**src/pmr_pkg.sv**
```systemverilog
package pmr_pkg;

	// register bus shape
	localparam int ADDR_W = 16;
	localparam int DATA_W = 16;

	// register offsets
	localparam logic [15:0] REG_SW_RESET = 16'h0000;
	localparam logic [15:0] REG_PWR_CTRL = 16'h0001;
	localparam logic [15:0] REG_CONV_UV_ACT = 16'h0002;
	localparam logic [15:0] REG_ON_SOURCE = 16'h0003;
	localparam logic [15:0] REG_IRQ_STATUS = 16'h0004;
	localparam logic [15:0] REG_IRQ_MASK = 16'h0005;
	localparam logic [15:0] REG_SYS_LOW_THR = 16'h0006;

	// power control fields
	localparam int PC_PWR_ON_BIT = 0;
	localparam int PC_MAP_KEEP_BIT = 1;
	localparam int PC_LOW_ACT_BIT = 2;
	localparam int PC_WDOG_DEV_BIT = 3;
	localparam logic PWR_ON_RST = 1'b0;
	localparam logic MAP_KEEP_RST = 1'b1;
	localparam logic LOW_ACT_RST = 1'b0;
	localparam logic WDOG_DEV_RST = 1'b1;

	// converter undervoltage response, one bit per converter
	localparam int NUM_CONV = 14;
	localparam logic [NUM_CONV-1:0] CONV_ACT_RST = 14'h0000;

	// low threshold for the system supply comparator
	localparam int THR_W = 8;
	localparam logic [THR_W-1:0] SYS_LOW_THR_RST = 8'h80;

	// on-source register layout
	localparam int OS_CAUSE_LSB = 0;
	localparam int OS_ATT_LSB = 4;
	localparam int OS_STATE_LSB = 8;

	// interrupt events
	localparam int NUM_EVT = 5;
	localparam int EVT_SYS = 0;
	localparam int EVT_DEV = 1;
	localparam int EVT_SW = 2;
	localparam int EVT_RECOVER = 3;
	localparam int EVT_RETRY_LIM = 4;
	localparam logic [NUM_EVT-1:0] IRQ_MASK_RST = 5'h1f;

	// start-up attempts allowed for recurring faults
	localparam logic [2:0] MAX_ATTEMPTS = 3'h7;

	// timing
	localparam int CLK_PERIOD_NS = 10;
	localparam int SHUTDOWN_TIME_NS = 20000;
	localparam logic [31:0] SHUTDOWN_CYC =
		32'((SHUTDOWN_TIME_NS + CLK_PERIOD_NS - 1) / CLK_PERIOD_NS);
	localparam int STARTUP_TIMEOUT_US = 2000;
	localparam int STARTUP_TIMEOUT_CYC_DEF = STARTUP_TIMEOUT_US * 1000 / CLK_PERIOD_NS;

	typedef enum logic [2:0] {
		PST_ON, PST_SHUTDOWN, PST_OFF, PST_STARTUP, PST_BACKUP, PST_NOPOWER
	} pmr_state_type;

	typedef enum logic [3:0] {
		CAUSE_NONE, CAUSE_SEQ_FAIL, CAUSE_OVERTEMP, CAUSE_SYS_SHUTDOWN, CAUSE_SYS_LOW,
		CAUSE_SW_OFF, CAUSE_AON_LOW, CAUSE_WDOG, CAUSE_HW_RST, CAUSE_CONV_UV, CAUSE_SW_RST
	} pmr_cause_type;

endpackage

```
**src/pmr_reset_manager.sv**
```systemverilog
// Notes on behaviour
// - sequence fail, overtemp, supply low, software off: system reset, OFF; always-on low: system reset, BACKUP.
// - a system reset leaves the register map untouched.
// - after a system reset: reset held, OFF, no automatic restart.
// - always-on supply undervoltage sends the device to BACKUP instead of OFF.
// - supply below shutdown level, or below low threshold with OFF action: system reset.
// - writing zero to the power-on bit is a software off, a system reset.
// - start-up not finished within the allowed time is a sequence failure.
// - watchdog, external reset pin or converter undervoltage: device reset, then restart.
// - device reset returns registers to defaults, keeping interrupt status and on-source.
// - a device reset shuts down and restarts back to ON.
// - watchdog expiry counts only when its response selects device reset.
// - converter undervoltage counts only when its response selects shutdown.
// - an outside party pulling the reset line low is a device reset.
// - any write to address zero in ON is a software reset: shutdown then back to ON.
// - the map-keep field decides whether a software reset clears registers.
// - supply under the power-on threshold forces NO POWER, registers lost, no recovery.
// - after automatic recovery the cause is readable in the on-source register.
// - recurring watchdog or converter faults: at most seven start-ups, then stay OFF.
// - reset line low from shutdown start and in OFF; released once start-up completes.
//
// Chosen here: strobed register access.
`timescale 1ns/1ns
`default_nettype none
module pmr_reset_manager
	import pmr_pkg::*;
#(
	parameter int unsigned STARTUP_TIMEOUT_CYC = STARTUP_TIMEOUT_CYC_DEF
) (
	// clock, reset, enable
	input wire logic CLK_IN,
	input wire logic RESETN_IN,
	input wire logic CE_IN,
	// register port
	input wire logic [ADDR_W-1:0] ADDR_IN,
	input wire logic [DATA_W-1:0] WDATA_IN,
	input wire logic WR_IN,
	input wire logic RD_IN,
	output logic [DATA_W-1:0] RDATA_OUT,
	// supply and fault monitors
	input wire logic POR_IN,
	input wire logic AON_SUPPLY_LOW_IN,
	input wire logic SYS_BELOW_SHUTDOWN_IN,
	input wire logic SYS_BELOW_LOW_THR_IN,
	input wire logic OVERTEMP_IN,
	input wire logic WDOG_EXPIRED_IN,
	input wire logic [NUM_CONV-1:0] CONV_UV_IN,
	// power sequencing
	input wire logic ON_EVENT_IN,
	input wire logic STARTUP_OK_IN,
	output logic RAIL_ENABLE_OUT,
	output logic REG_MAP_CLEAR_OUT,
	output logic [2:0] POWER_STATE_OUT,
	output logic [THR_W-1:0] SYS_LOW_THR_OUT,
	// open-drain reset line to the host
	input wire logic RST_PIN_IN,
	output logic RST_PIN_OUT,
	output logic RST_PIN_OE_N_OUT,
	// interrupt
	output logic IRQ_OUT
);

	pmr_state_type state_q, state_d;
	pmr_cause_type cause_q, cause_d, on_src_q, on_src_d, cls_cause;
	logic auto_q, auto_d, backup_q, backup_d, counted_q, counted_d;
	logic [31:0] tmr_q, tmr_d;
	logic [2:0] att_q, att_d;
	logic rst_n_q, rst_n_d, rail_q, rail_d, clear_q, clear_d;
	logic [NUM_EVT-1:0] evt;
	logic start_done;
	logic pwr_on_q, pwr_on_d, keep_q, keep_d, low_act_q, low_act_d, wdog_dev_q, wdog_dev_d;
	logic [NUM_CONV-1:0] conv_act_q, conv_act_d;
	logic [THR_W-1:0] thr_q, thr_d;
	logic [NUM_EVT-1:0] stat_q, stat_d, mask_q, mask_d;
	logic irq_q, irq_d;
	logic [DATA_W-1:0] rdata_q, rdata_d;
	logic sys_req, dev_req, sw_req, counted, seq_fail, hw_rst, take;

	// one decode, used by both the fsm and the register file
	function automatic logic is_wr(input logic [ADDR_W-1:0] a);
		return WR_IN && (ADDR_IN == a);
	endfunction

	// the pin is only judged while we leave it alone, so our own drive never self-triggers
	assign hw_rst = rst_n_q && !RST_PIN_IN;
	assign seq_fail = (state_q == PST_STARTUP) && !STARTUP_OK_IN &&
		(tmr_q == 32'(STARTUP_TIMEOUT_CYC - 1));

	pmr_reset_classifier u_cls (
		.seq_fail_in(seq_fail),
		.overtemp_in(OVERTEMP_IN),
		.sys_shutdown_in(SYS_BELOW_SHUTDOWN_IN),
		.sys_low_in(SYS_BELOW_LOW_THR_IN),
		.low_act_off_in(low_act_q),
		.sw_off_in(is_wr(REG_PWR_CTRL) && !WDATA_IN[PC_PWR_ON_BIT]),
		.aon_low_in(AON_SUPPLY_LOW_IN),
		.wdog_in(WDOG_EXPIRED_IN),
		.wdog_dev_in(wdog_dev_q),
		.hw_rst_in(hw_rst),
		.conv_uv_in(CONV_UV_IN),
		.conv_act_in(conv_act_q),
		.sw_rst_in(is_wr(REG_SW_RESET)),
		.sys_req_out(sys_req),
		.dev_req_out(dev_req),
		.sw_req_out(sw_req),
		.counted_out(counted),
		.cause_out(cls_cause)
	);

	// software resets only count in ON; start-up can still fail or see a fault
	assign take = (state_q == PST_ON && (sys_req || dev_req || sw_req)) ||
		(state_q == PST_STARTUP && (sys_req || dev_req));

	// power state sequencing
	always_comb begin
		state_d = state_q;
		cause_d = cause_q;
		on_src_d = on_src_q;
		auto_d = auto_q;
		backup_d = backup_q;
		counted_d = counted_q;
		tmr_d = tmr_q;
		att_d = att_q;
		rst_n_d = rst_n_q;
		rail_d = rail_q;
		clear_d = 1'b0;
		evt = '0;
		start_done = 1'b0;
		if (POR_IN) begin
			state_d = PST_NOPOWER;
			rst_n_d = 1'b0;
			rail_d = 1'b0;
			auto_d = 1'b0;
			clear_d = 1'b1;
		end else if (take) begin
			state_d = PST_SHUTDOWN;
			tmr_d = '0;
			rst_n_d = 1'b0;
			cause_d = cls_cause;
			counted_d = counted;
			auto_d = dev_req || sw_req;
			backup_d = sys_req && AON_SUPPLY_LOW_IN;
			clear_d = dev_req || (sw_req && !keep_q);
			evt[EVT_SYS] = sys_req;
			evt[EVT_DEV] = dev_req;
			evt[EVT_SW] = sw_req;
		end else begin
			unique case (state_q)
				PST_ON: begin
					rst_n_d = 1'b1;
				end
				PST_SHUTDOWN: begin
					rail_d = 1'b0;
					if (tmr_q == SHUTDOWN_CYC - 32'h1) begin
						tmr_d = '0;
						if (backup_q) begin
							state_d = PST_BACKUP;
						end else if (!auto_q) begin
							state_d = PST_OFF;
						end else if (counted_q && att_q == MAX_ATTEMPTS) begin
							state_d = PST_OFF;
							evt[EVT_RETRY_LIM] = 1'b1;
						end else begin
							state_d = PST_STARTUP;
							rail_d = 1'b1;
							if (counted_q) begin
								att_d = att_q + 3'h1;
							end
						end
					end else begin
						tmr_d = tmr_q + 32'h1;
					end
				end
				PST_OFF: begin
					if (AON_SUPPLY_LOW_IN) begin
						state_d = PST_BACKUP;
					end else if (ON_EVENT_IN) begin
						state_d = PST_STARTUP;
						rail_d = 1'b1;
						tmr_d = '0;
						att_d = '0;
						auto_d = 1'b0;
					end
				end
				PST_STARTUP: begin
					if (STARTUP_OK_IN) begin
						state_d = PST_ON;
						rst_n_d = 1'b1;
						start_done = 1'b1;
						if (auto_q) begin
							on_src_d = cause_q;
							evt[EVT_RECOVER] = 1'b1;
						end
					end else begin
						tmr_d = tmr_q + 32'h1;
					end
				end
				PST_BACKUP: begin
					if (!AON_SUPPLY_LOW_IN) begin
						state_d = PST_OFF;
					end
				end
				PST_NOPOWER: begin
					state_d = PST_OFF;
				end
			endcase
		end
	end

	always_ff @(posedge CLK_IN) begin
		if (!RESETN_IN) begin
			state_q <= PST_OFF;
			cause_q <= CAUSE_NONE;
			on_src_q <= CAUSE_NONE;
			auto_q <= 1'b0;
			backup_q <= 1'b0;
			counted_q <= 1'b0;
			tmr_q <= '0;
			att_q <= '0;
			rst_n_q <= 1'b0;
			rail_q <= 1'b0;
			clear_q <= 1'b0;
		end else if (CE_IN) begin
			state_q <= state_d;
			cause_q <= cause_d;
			on_src_q <= on_src_d;
			auto_q <= auto_d;
			backup_q <= backup_d;
			counted_q <= counted_d;
			tmr_q <= tmr_d;
			att_q <= att_d;
			rst_n_q <= rst_n_d;
			rail_q <= rail_d;
			clear_q <= clear_d;
		end
	end

	// register file; status and on-source survive a map clear so software can see why
	always_comb begin
		pwr_on_d = pwr_on_q;
		keep_d = keep_q;
		low_act_d = low_act_q;
		wdog_dev_d = wdog_dev_q;
		conv_act_d = conv_act_q;
		thr_d = thr_q;
		mask_d = mask_q;
		stat_d = stat_q;
		rdata_d = '0;
		if (clear_d) begin
			pwr_on_d = PWR_ON_RST;
			keep_d = MAP_KEEP_RST;
			low_act_d = LOW_ACT_RST;
			wdog_dev_d = WDOG_DEV_RST;
			conv_act_d = CONV_ACT_RST;
			thr_d = SYS_LOW_THR_RST;
			mask_d = IRQ_MASK_RST;
		end else begin
			if (is_wr(REG_PWR_CTRL)) begin
				pwr_on_d = WDATA_IN[PC_PWR_ON_BIT];
				keep_d = WDATA_IN[PC_MAP_KEEP_BIT];
				low_act_d = WDATA_IN[PC_LOW_ACT_BIT];
				wdog_dev_d = WDATA_IN[PC_WDOG_DEV_BIT];
			end
			if (is_wr(REG_CONV_UV_ACT)) begin
				conv_act_d = WDATA_IN[NUM_CONV-1:0];
			end
			if (is_wr(REG_SYS_LOW_THR)) begin
				thr_d = WDATA_IN[THR_W-1:0];
			end
			if (is_wr(REG_IRQ_MASK)) begin
				mask_d = WDATA_IN[NUM_EVT-1:0];
			end
			if (start_done) begin
				pwr_on_d = 1'b1;
			end
		end
		// a new event wins over a write-one clear in the same cycle
		if (is_wr(REG_IRQ_STATUS)) begin
			stat_d = stat_q & ~WDATA_IN[NUM_EVT-1:0];
		end
		stat_d = stat_d | evt;
		irq_d = |(stat_q & ~mask_q);
		if (RD_IN) begin
			unique case (ADDR_IN)
				REG_PWR_CTRL: begin
					rdata_d[PC_PWR_ON_BIT] = pwr_on_q;
					rdata_d[PC_MAP_KEEP_BIT] = keep_q;
					rdata_d[PC_LOW_ACT_BIT] = low_act_q;
					rdata_d[PC_WDOG_DEV_BIT] = wdog_dev_q;
				end
				REG_CONV_UV_ACT: rdata_d[NUM_CONV-1:0] = conv_act_q;
				REG_ON_SOURCE: begin
					rdata_d[OS_CAUSE_LSB +: 4] = on_src_q;
					rdata_d[OS_ATT_LSB +: 3] = att_q;
					rdata_d[OS_STATE_LSB +: 3] = state_q;
				end
				REG_IRQ_STATUS: rdata_d[NUM_EVT-1:0] = stat_q;
				REG_IRQ_MASK: rdata_d[NUM_EVT-1:0] = mask_q;
				REG_SYS_LOW_THR: rdata_d[THR_W-1:0] = thr_q;
				default: rdata_d = '0; // unmapped and write-only read as zero
			endcase
		end
	end

	always_ff @(posedge CLK_IN) begin
		if (!RESETN_IN) begin
			pwr_on_q <= PWR_ON_RST;
			keep_q <= MAP_KEEP_RST;
			low_act_q <= LOW_ACT_RST;
			wdog_dev_q <= WDOG_DEV_RST;
			conv_act_q <= CONV_ACT_RST;
			thr_q <= SYS_LOW_THR_RST;
			mask_q <= IRQ_MASK_RST;
			stat_q <= '0;
			irq_q <= 1'b0;
			rdata_q <= '0;
		end else if (CE_IN) begin
			pwr_on_q <= pwr_on_d;
			keep_q <= keep_d;
			low_act_q <= low_act_d;
			wdog_dev_q <= wdog_dev_d;
			conv_act_q <= conv_act_d;
			thr_q <= thr_d;
			mask_q <= mask_d;
			stat_q <= stat_d;
			irq_q <= irq_d;
			rdata_q <= rdata_d;
		end
	end

	// outputs straight from flops
	assign RDATA_OUT = rdata_q;
	assign RAIL_ENABLE_OUT = rail_q;
	assign REG_MAP_CLEAR_OUT = clear_q;
	assign POWER_STATE_OUT = state_q;
	assign SYS_LOW_THR_OUT = thr_q;
	assign RST_PIN_OUT = rst_n_q; // open drain: value only matters while enabled
	assign RST_PIN_OE_N_OUT = rst_n_q;
	assign IRQ_OUT = irq_q;
endmodule
`default_nettype wire

```
**src/pmr_reset_classifier.sv**
```systemverilog
`timescale 1ns/1ns
`default_nettype none
module pmr_reset_classifier
	import pmr_pkg::*;
(
	// system reset conditions
	input wire logic seq_fail_in,
	input wire logic overtemp_in,
	input wire logic sys_shutdown_in,
	input wire logic sys_low_in,
	input wire logic low_act_off_in,
	input wire logic sw_off_in,
	input wire logic aon_low_in,
	// device reset conditions
	input wire logic wdog_in,
	input wire logic wdog_dev_in,
	input wire logic hw_rst_in,
	input wire logic [NUM_CONV-1:0] conv_uv_in,
	input wire logic [NUM_CONV-1:0] conv_act_in,
	// software reset
	input wire logic sw_rst_in,
	// class and cause
	output logic sys_req_out,
	output logic dev_req_out,
	output logic sw_req_out,
	output logic counted_out,
	output pmr_cause_type cause_out
);

	// priority: system over device over software
	always_comb begin
		sys_req_out = 1'b0;
		dev_req_out = 1'b0;
		sw_req_out = 1'b0;
		counted_out = 1'b0;
		cause_out = CAUSE_NONE;
		if (seq_fail_in) begin
			sys_req_out = 1'b1;
			cause_out = CAUSE_SEQ_FAIL;
		end else if (overtemp_in) begin
			sys_req_out = 1'b1;
			cause_out = CAUSE_OVERTEMP;
		end else if (sys_shutdown_in) begin
			sys_req_out = 1'b1;
			cause_out = CAUSE_SYS_SHUTDOWN;
		end else if (sys_low_in && low_act_off_in) begin
			sys_req_out = 1'b1;
			cause_out = CAUSE_SYS_LOW;
		end else if (sw_off_in) begin
			sys_req_out = 1'b1;
			cause_out = CAUSE_SW_OFF;
		end else if (aon_low_in) begin
			sys_req_out = 1'b1;
			cause_out = CAUSE_AON_LOW;
		end else if (wdog_in && wdog_dev_in) begin
			dev_req_out = 1'b1;
			counted_out = 1'b1;
			cause_out = CAUSE_WDOG;
		end else if (hw_rst_in) begin
			dev_req_out = 1'b1;
			cause_out = CAUSE_HW_RST;
		end else if (|(conv_uv_in & conv_act_in)) begin
			dev_req_out = 1'b1;
			counted_out = 1'b1;
			cause_out = CAUSE_CONV_UV;
		end else if (sw_rst_in) begin
			sw_req_out = 1'b1;
			cause_out = CAUSE_SW_RST;
		end
	end

endmodule
`default_nettype wire

```
**config.mk**
```make
export PLATFORM = sky130hd
export DESIGN_NAME = pmr_reset_manager
export DESIGN_NICKNAME = d
export VERILOG_FILES = /design/src/pmr_pkg.sv /design/src/pmr_reset_manager.sv /design/src/pmr_reset_classifier.sv
export SDC_FILE = /design/constraint.sdc
export NUM_CORES = 1
export LEC_CHECK = 0
export BUFFER_PORTS_ARGS = -buffer_cell sky130_fd_sc_hd__buf_2
export CORE_MARGIN = 4
export CORE_UTILIZATION = 35
export CTS_CLUSTER_DIAMETER = 150
export DETAILED_ROUTE_END_ITERATION = 6
export PLACE_DENSITY = 0.53
export RECOVER_POWER = 50
export SLEW_MARGIN = 0
export SYNTH_ARGS = -nofsm -noshare
export SYNTH_HDL_FRONTEND = slang
export SYNTH_HIERARCHICAL = 1
export SYNTH_SLANG_ARGS = --single-unit
export TNS_END_PERCENT = 5
```
**constraint.sdc**
```tcl
create_clock -name CLK_IN -period 8.8 [get_ports CLK_IN]
set_input_delay 2.2 -clock CLK_IN [delete_from_list [all_inputs] [get_ports CLK_IN]]
set_output_delay 2.2 -clock CLK_IN [all_outputs]
set_load 0.01 [all_outputs]
```
==> PnR_summary.wiki <==
{| class="wikitable"
! Metric !! Value
|-
| Top area cells in the synthesized netlist || sky130_fd_sc_hd__dfxtp_1 (39%), sky130_fd_sc_hd__nand2_1 (5.1%), sky130_fd_sc_hd__nor2_1 (4.9%), sky130_fd_sc_hd__a22o_1 (3.8%), sky130_fd_sc_hd__a21oi_1 (3.7%)
|-
| Reg2reg start || tmr_q[14]$_SDFFE_PN0P_
|-
| Final worst path period share || 0.8404
|-
| Gr usage total || 0.1889
|-
| Crit end category || flip-flop
|-
| H-tree depth || 3
|-
| Critical Path Max Stage Delay || ~1.2 ns
|-
| Placed wire-length estimate after detailed placement || approximately 12000 um
|-
| Data arrival time of the critical path || 7.69 ns
|-
| Worst Hold Path Cells || 2
|-
| Cell area after synthesis || 5250 um2
|-
| TritonCTS clock tree || built
|-
| CP Data Required Time || 9.10 ns
|-
| Destination of the critical timing path || conv_act_q[13]$_SDFFE_PN0P_
|-
| Post-CTS setup repair buffer count || 0
|-
| Number of vias after detailed routing || 5056
|-
| Top_reg_cell synth || sky130_fd_sc_hd__dfxtp_1
|-
| Cts bufs inserted || 9
|-
| Setup tns final || 0 ns
|-
| Cell internal pwr || 741.0 uW
|-
| Worst hold slack || 0.4619 ns
|-
| Unrepaired setup endpoints after global routing || no
|-
| Fmax achieved || 135.2 MHz
|-
| Net Switching || 293.9 uW
|-
| DR vias/cell || 5.675
|-
| Maximum number of pins on one net before global-route repair || 33
|-
| Register bit count reported by yosys || 103
|-
| Avg Cell Area, Syn || 8.333 um2
|-
| Port-buffer cells || 87
|-
| Initial antenna violation count || 0
|-
| Unique cell type count in the Yosys netlist || 69
|-
| Clock buffer depth || 2
|-
| Post-detailed-routing wire length || 15640 um
|-
| Final setup fails || 0
|-
| Number of warnings reported in the yosys synthesis log || 6
|-
| Starting DRC count in detailed routing || between 300 and 400
|-
| Clock power frac || 0.410
|-
| Placed Cells || 875
|-
| Worst flop-to-flop path endpoint || conv_act_q[13]$_SDFFE_PN0P_
|-
| I/O pin count || 92
|-
| Worst relative slew slack || 0.007728
|-
| Placer congestion estimate || 0.9038
|-
| Post-synthesis instance total || 630
|-
| Iteration count of the initial detailed-routing pass || 5
|-
| Power share of the sequential group || 0.471
|-
| Number of enable-type register cells in the synthesized netlist || 0
|-
| Number of global-route vias before repair || 4931
|-
| Fraction of registers with async set or reset after synthesis || 0
|-
| Length in cells of the worst reg-to-reg path || 13
|-
| Type of origin of the critical path || input pin
|-
| Clock Sink Count || 103
|-
| Width of the die || about 130 um
|-
| Antenna Diode Count || 0
|-
| Global route overflow || 0
|-
| Hold Fails Final Rpt || 0
|-
| Worst setup path startpoint || ADDR_IN[12]
|-
| Drc violations || 0
|-
| Filler cell count || 1500
|-
| Critical Setup Path Class || in -> reg
|-
| Clock slew seen by the registers of the worst setup and hold paths || roughly 0.07 ns
|-
| Core Rows || 44
|-
| Total power || 1.035 mW
|-
| Effective utilization at floorplan || 0.3599
|-
| Run status || complete, but fails checks
|-
| Sequential-to-total area share from yosys stat || 0.3928
|-
| First-pass GRT wire length || 25520 um
|-
| Proportion of power drawn by combinational gates || 0.120
|-
| Time the worst path needs with I/O delays and setup || 7.395 ns
|-
| Flop-to-flop setup slack || 3.30 ns
|-
| Detail-routed net length per standard cell || between 15 and 20 um
|-
| Max FO, Critical Path || 14
|-
| Post-cts sizing count || 0
|-
| Peak supply drop || about 0.00012 V
|-
| Sw frac || 0.2840
|-
| Slowest library cell on the worst path || sky130_fd_sc_hd__nor4_1
|-
| Clock Skews || 0.01140 ns
|-
| Most area-hungry cell type in the Yosys netlist || sky130_fd_sc_hd__dfxtp_1
|-
| Worst hold path class || reg -> reg
|-
| Final Max Slew Viols || 0
|-
| Least-Margin Pin Slew || 1.488 ns
|-
| CP cell instances || buf_2, or4_1, nor4_1, nand2_1, nor2_1, nor2_1, nand3_1, nor3_1, and3_1, or3_1, o2bb2ai_1, a21oi_1, nand2_1, a21oi_1, a22o_1
|-
| Fraction of final layout cells sized beyond drive strength 1 || 0.1287
|-
| Leakage power total || 2.239 nW
|-
| Count of nets after finishing || 767
|-
| Fraction of post-synthesis cell area in the top cell type by area || 0.3928
|-
| Core box area || 14590 um2
|-
| Most common cell after layout, fill and taps aside || sky130_fd_sc_hd__dfxtp_1
|-
| Hold bufs inserted after CTS || 0
|-
| Post-layout instance count excluding filler cells || 891
|-
| Layout overhead on the synthesized area || 15.25%
|-
| Routed Antenna Nets || 0
|-
| Max-capacitance violation count || 1
|-
| Power density relative to cell area || 171.0 nW/um2
|-
| Area enclosed by the die boundary || 17020 um2
|-
| Violated checks || max-capacitance violations
|-
| Insertion delay of the later-clocked pin in the worst-skew pair || 0.36 ns
|-
| DIE HEIGHT || 130.5 um
|-
| Library cell used as clock root buffer || sky130_fd_sc_hd__clkbuf_16
|-
| Most frequent cells in the layout || sky130_fd_sc_hd__dfxtp_1 (103), sky130_fd_sc_hd__nand2_1 (71), sky130_fd_sc_hd__nor2_1 (69)
|}
## layer usage
| layer | track usage | vias up | wire [um] |
|---|---|---|---|
| met5 | 0 | - | 0 |
| met4 | 0.06534 | 0 | 316 |
| met3 | 0.03455 | 24 | 1100 |
| met2 | 0.2948 | 170 | 6768 |
| met1 | 0.2633 | 2397 | 7459 |
| li1 | - | 2465 | - |
## cell families after synthesis
group / Yosys count / share of synthesized area
and+or+nand+nor: 280 / 0.2760
AOI/OAI and AO/OA: 154 / 0.2062
DFF: 103 / 0.3928
buffers and inverters: 47 / 0.04194
xor gates and xnor gates: 24 / 0.04004
muxes: 16 / 0.03050
adders and majority gates: 5 / 0.01192
other: 1 / 0.0007143
## power by group through the flow
stage | Combinational (mW) | Sequential [mW] | Clock, mW
3_3_place_gp | 0.122 | 0.497 | 0
4_1_cts | 0.125 | 0.486 | 0.436
6_report | 0.124 | 0.487 | 0.424
2_1_floorplan | 0.0850 | 0.489 | 0
3_5_place_dp | 0.124 | 0.497 | 0
5_1_grt | 0.138 | 0.489 | 0.451
## cells in the mapped netlist, types with 5 or more instances
cell type                   count
sky130_fd_sc_hd__dfxtp_1      103
sky130_fd_sc_hd__nand2_1       71
sky130_fd_sc_hd__nor2_1        69
sky130_fd_sc_hd__a21oi_1       39
sky130_fd_sc_hd__nand3_1       34
sky130_fd_sc_hd__a22o_1        23
sky130_fd_sc_hd__o21ai_0       22
sky130_fd_sc_hd__clkbuf_1      18
sky130_fd_sc_hd__nand4_1       18
sky130_fd_sc_hd__inv_1         16
sky130_fd_sc_hd__mux2i_1       16
sky130_fd_sc_hd__nor3_1        14
sky130_fd_sc_hd__xnor2_1       13
sky130_fd_sc_hd__a22oi_1       12
sky130_fd_sc_hd__xor2_1        11
sky130_fd_sc_hd__and3_1        10
sky130_fd_sc_hd__nor4_1        10
sky130_fd_sc_hd__a222oi_1       6
sky130_fd_sc_hd__a31oi_1        6
sky130_fd_sc_hd__nand2b_1       6
sky130_fd_sc_hd__a32o_1         5
sky130_fd_sc_hd__and2_1         5
sky130_fd_sc_hd__ha_1           5
sky130_fd_sc_hd__o2bb2ai_1      5
sky130_fd_sc_hd__or3_1          5
sky130_fd_sc_hd__or4_1          5
## how the worst min path moves through the flow
stage | to | slack [ns] | start
after CTS | RDATA_OUT[13]$_SDFFE_PN0P_ | 0.46 | RDATA_OUT[13]$_SDFFE_PN0P_
after global placement | RDATA_OUT[13]$_SDFFE_PN0P_ | 0.45 | RDATA_OUT[13]$_SDFFE_PN0P_
after detailed placement | RDATA_OUT[13]$_SDFFE_PN0P_ | 0.45 | RDATA_OUT[13]$_SDFFE_PN0P_
after floorplan | pwr_on_q$_SDFFE_PN0P_ | 0.43 | pwr_on_q$_SDFFE_PN0P_
after global routing | RDATA_OUT[13]$_SDFFE_PN0P_ | 0.47 | RDATA_OUT[13]$_SDFFE_PN0P_
final | RDATA_OUT[13]$_SDFFE_PN0P_ | 0.46 | RDATA_OUT[13]$_SDFFE_PN0P_
## state kept, by name (all words and copies together) (netlist names)
name,cells
IRQ_OUT,1
POWER_STATE_OUT,3
RAIL_ENABLE_OUT,1
RDATA_OUT,14
REG_MAP_CLEAR_OUT,1
RST_PIN_OE_N_OUT,1
SYS_LOW_THR_OUT,8
att_q,3
auto_q,1
backup_q,1
cause_q,4
conv_act_q,14
counted_q,1
keep_q,1
low_act_q,1
mask_q,5
on_src_q,4
pwr_on_q,1
stat_q,5
tmr_q,32
wdog_dev_q,1
## critical path: cells and delay by family
family,cells,cell delay (ns)
buf+inv,1,0.10
simple gates,10,3.17
compound gates,4,2.22
## through the flow
step / utilization / cell area [um2] / worst slack (ns)
final: 0.4148 / 6051 / 1.405
after CTS: 0.4189 / 6111 / 2.039
after global placement: 0.3973 / 5796 / 1.763
after floorplan: - / 5254 / 2.912
after global routing: 0.4148 / 6051 / 0.9079
after detailed placement: 0.3973 / 5796 / 1.694
## cell type report
| type | count | area [um2] | area share |
|---|---|---|---|
| multi-input combinational | 481 | 2965 | 0.4901 |
| sequential | 103 | 2062 | 0.3408 |
| timing repair buffer | 90 | 414.1 | 0.06844 |
| tap | 184 | 230.2 | 0.03805 |
| clock buffer | 9 | 225.2 | 0.03722 |
| clock inverter | 7 | 90.09 | 0.01489 |
| inverter | 17 | 63.81 | 0.01055 |
Power figures use the tool's default switching activity.
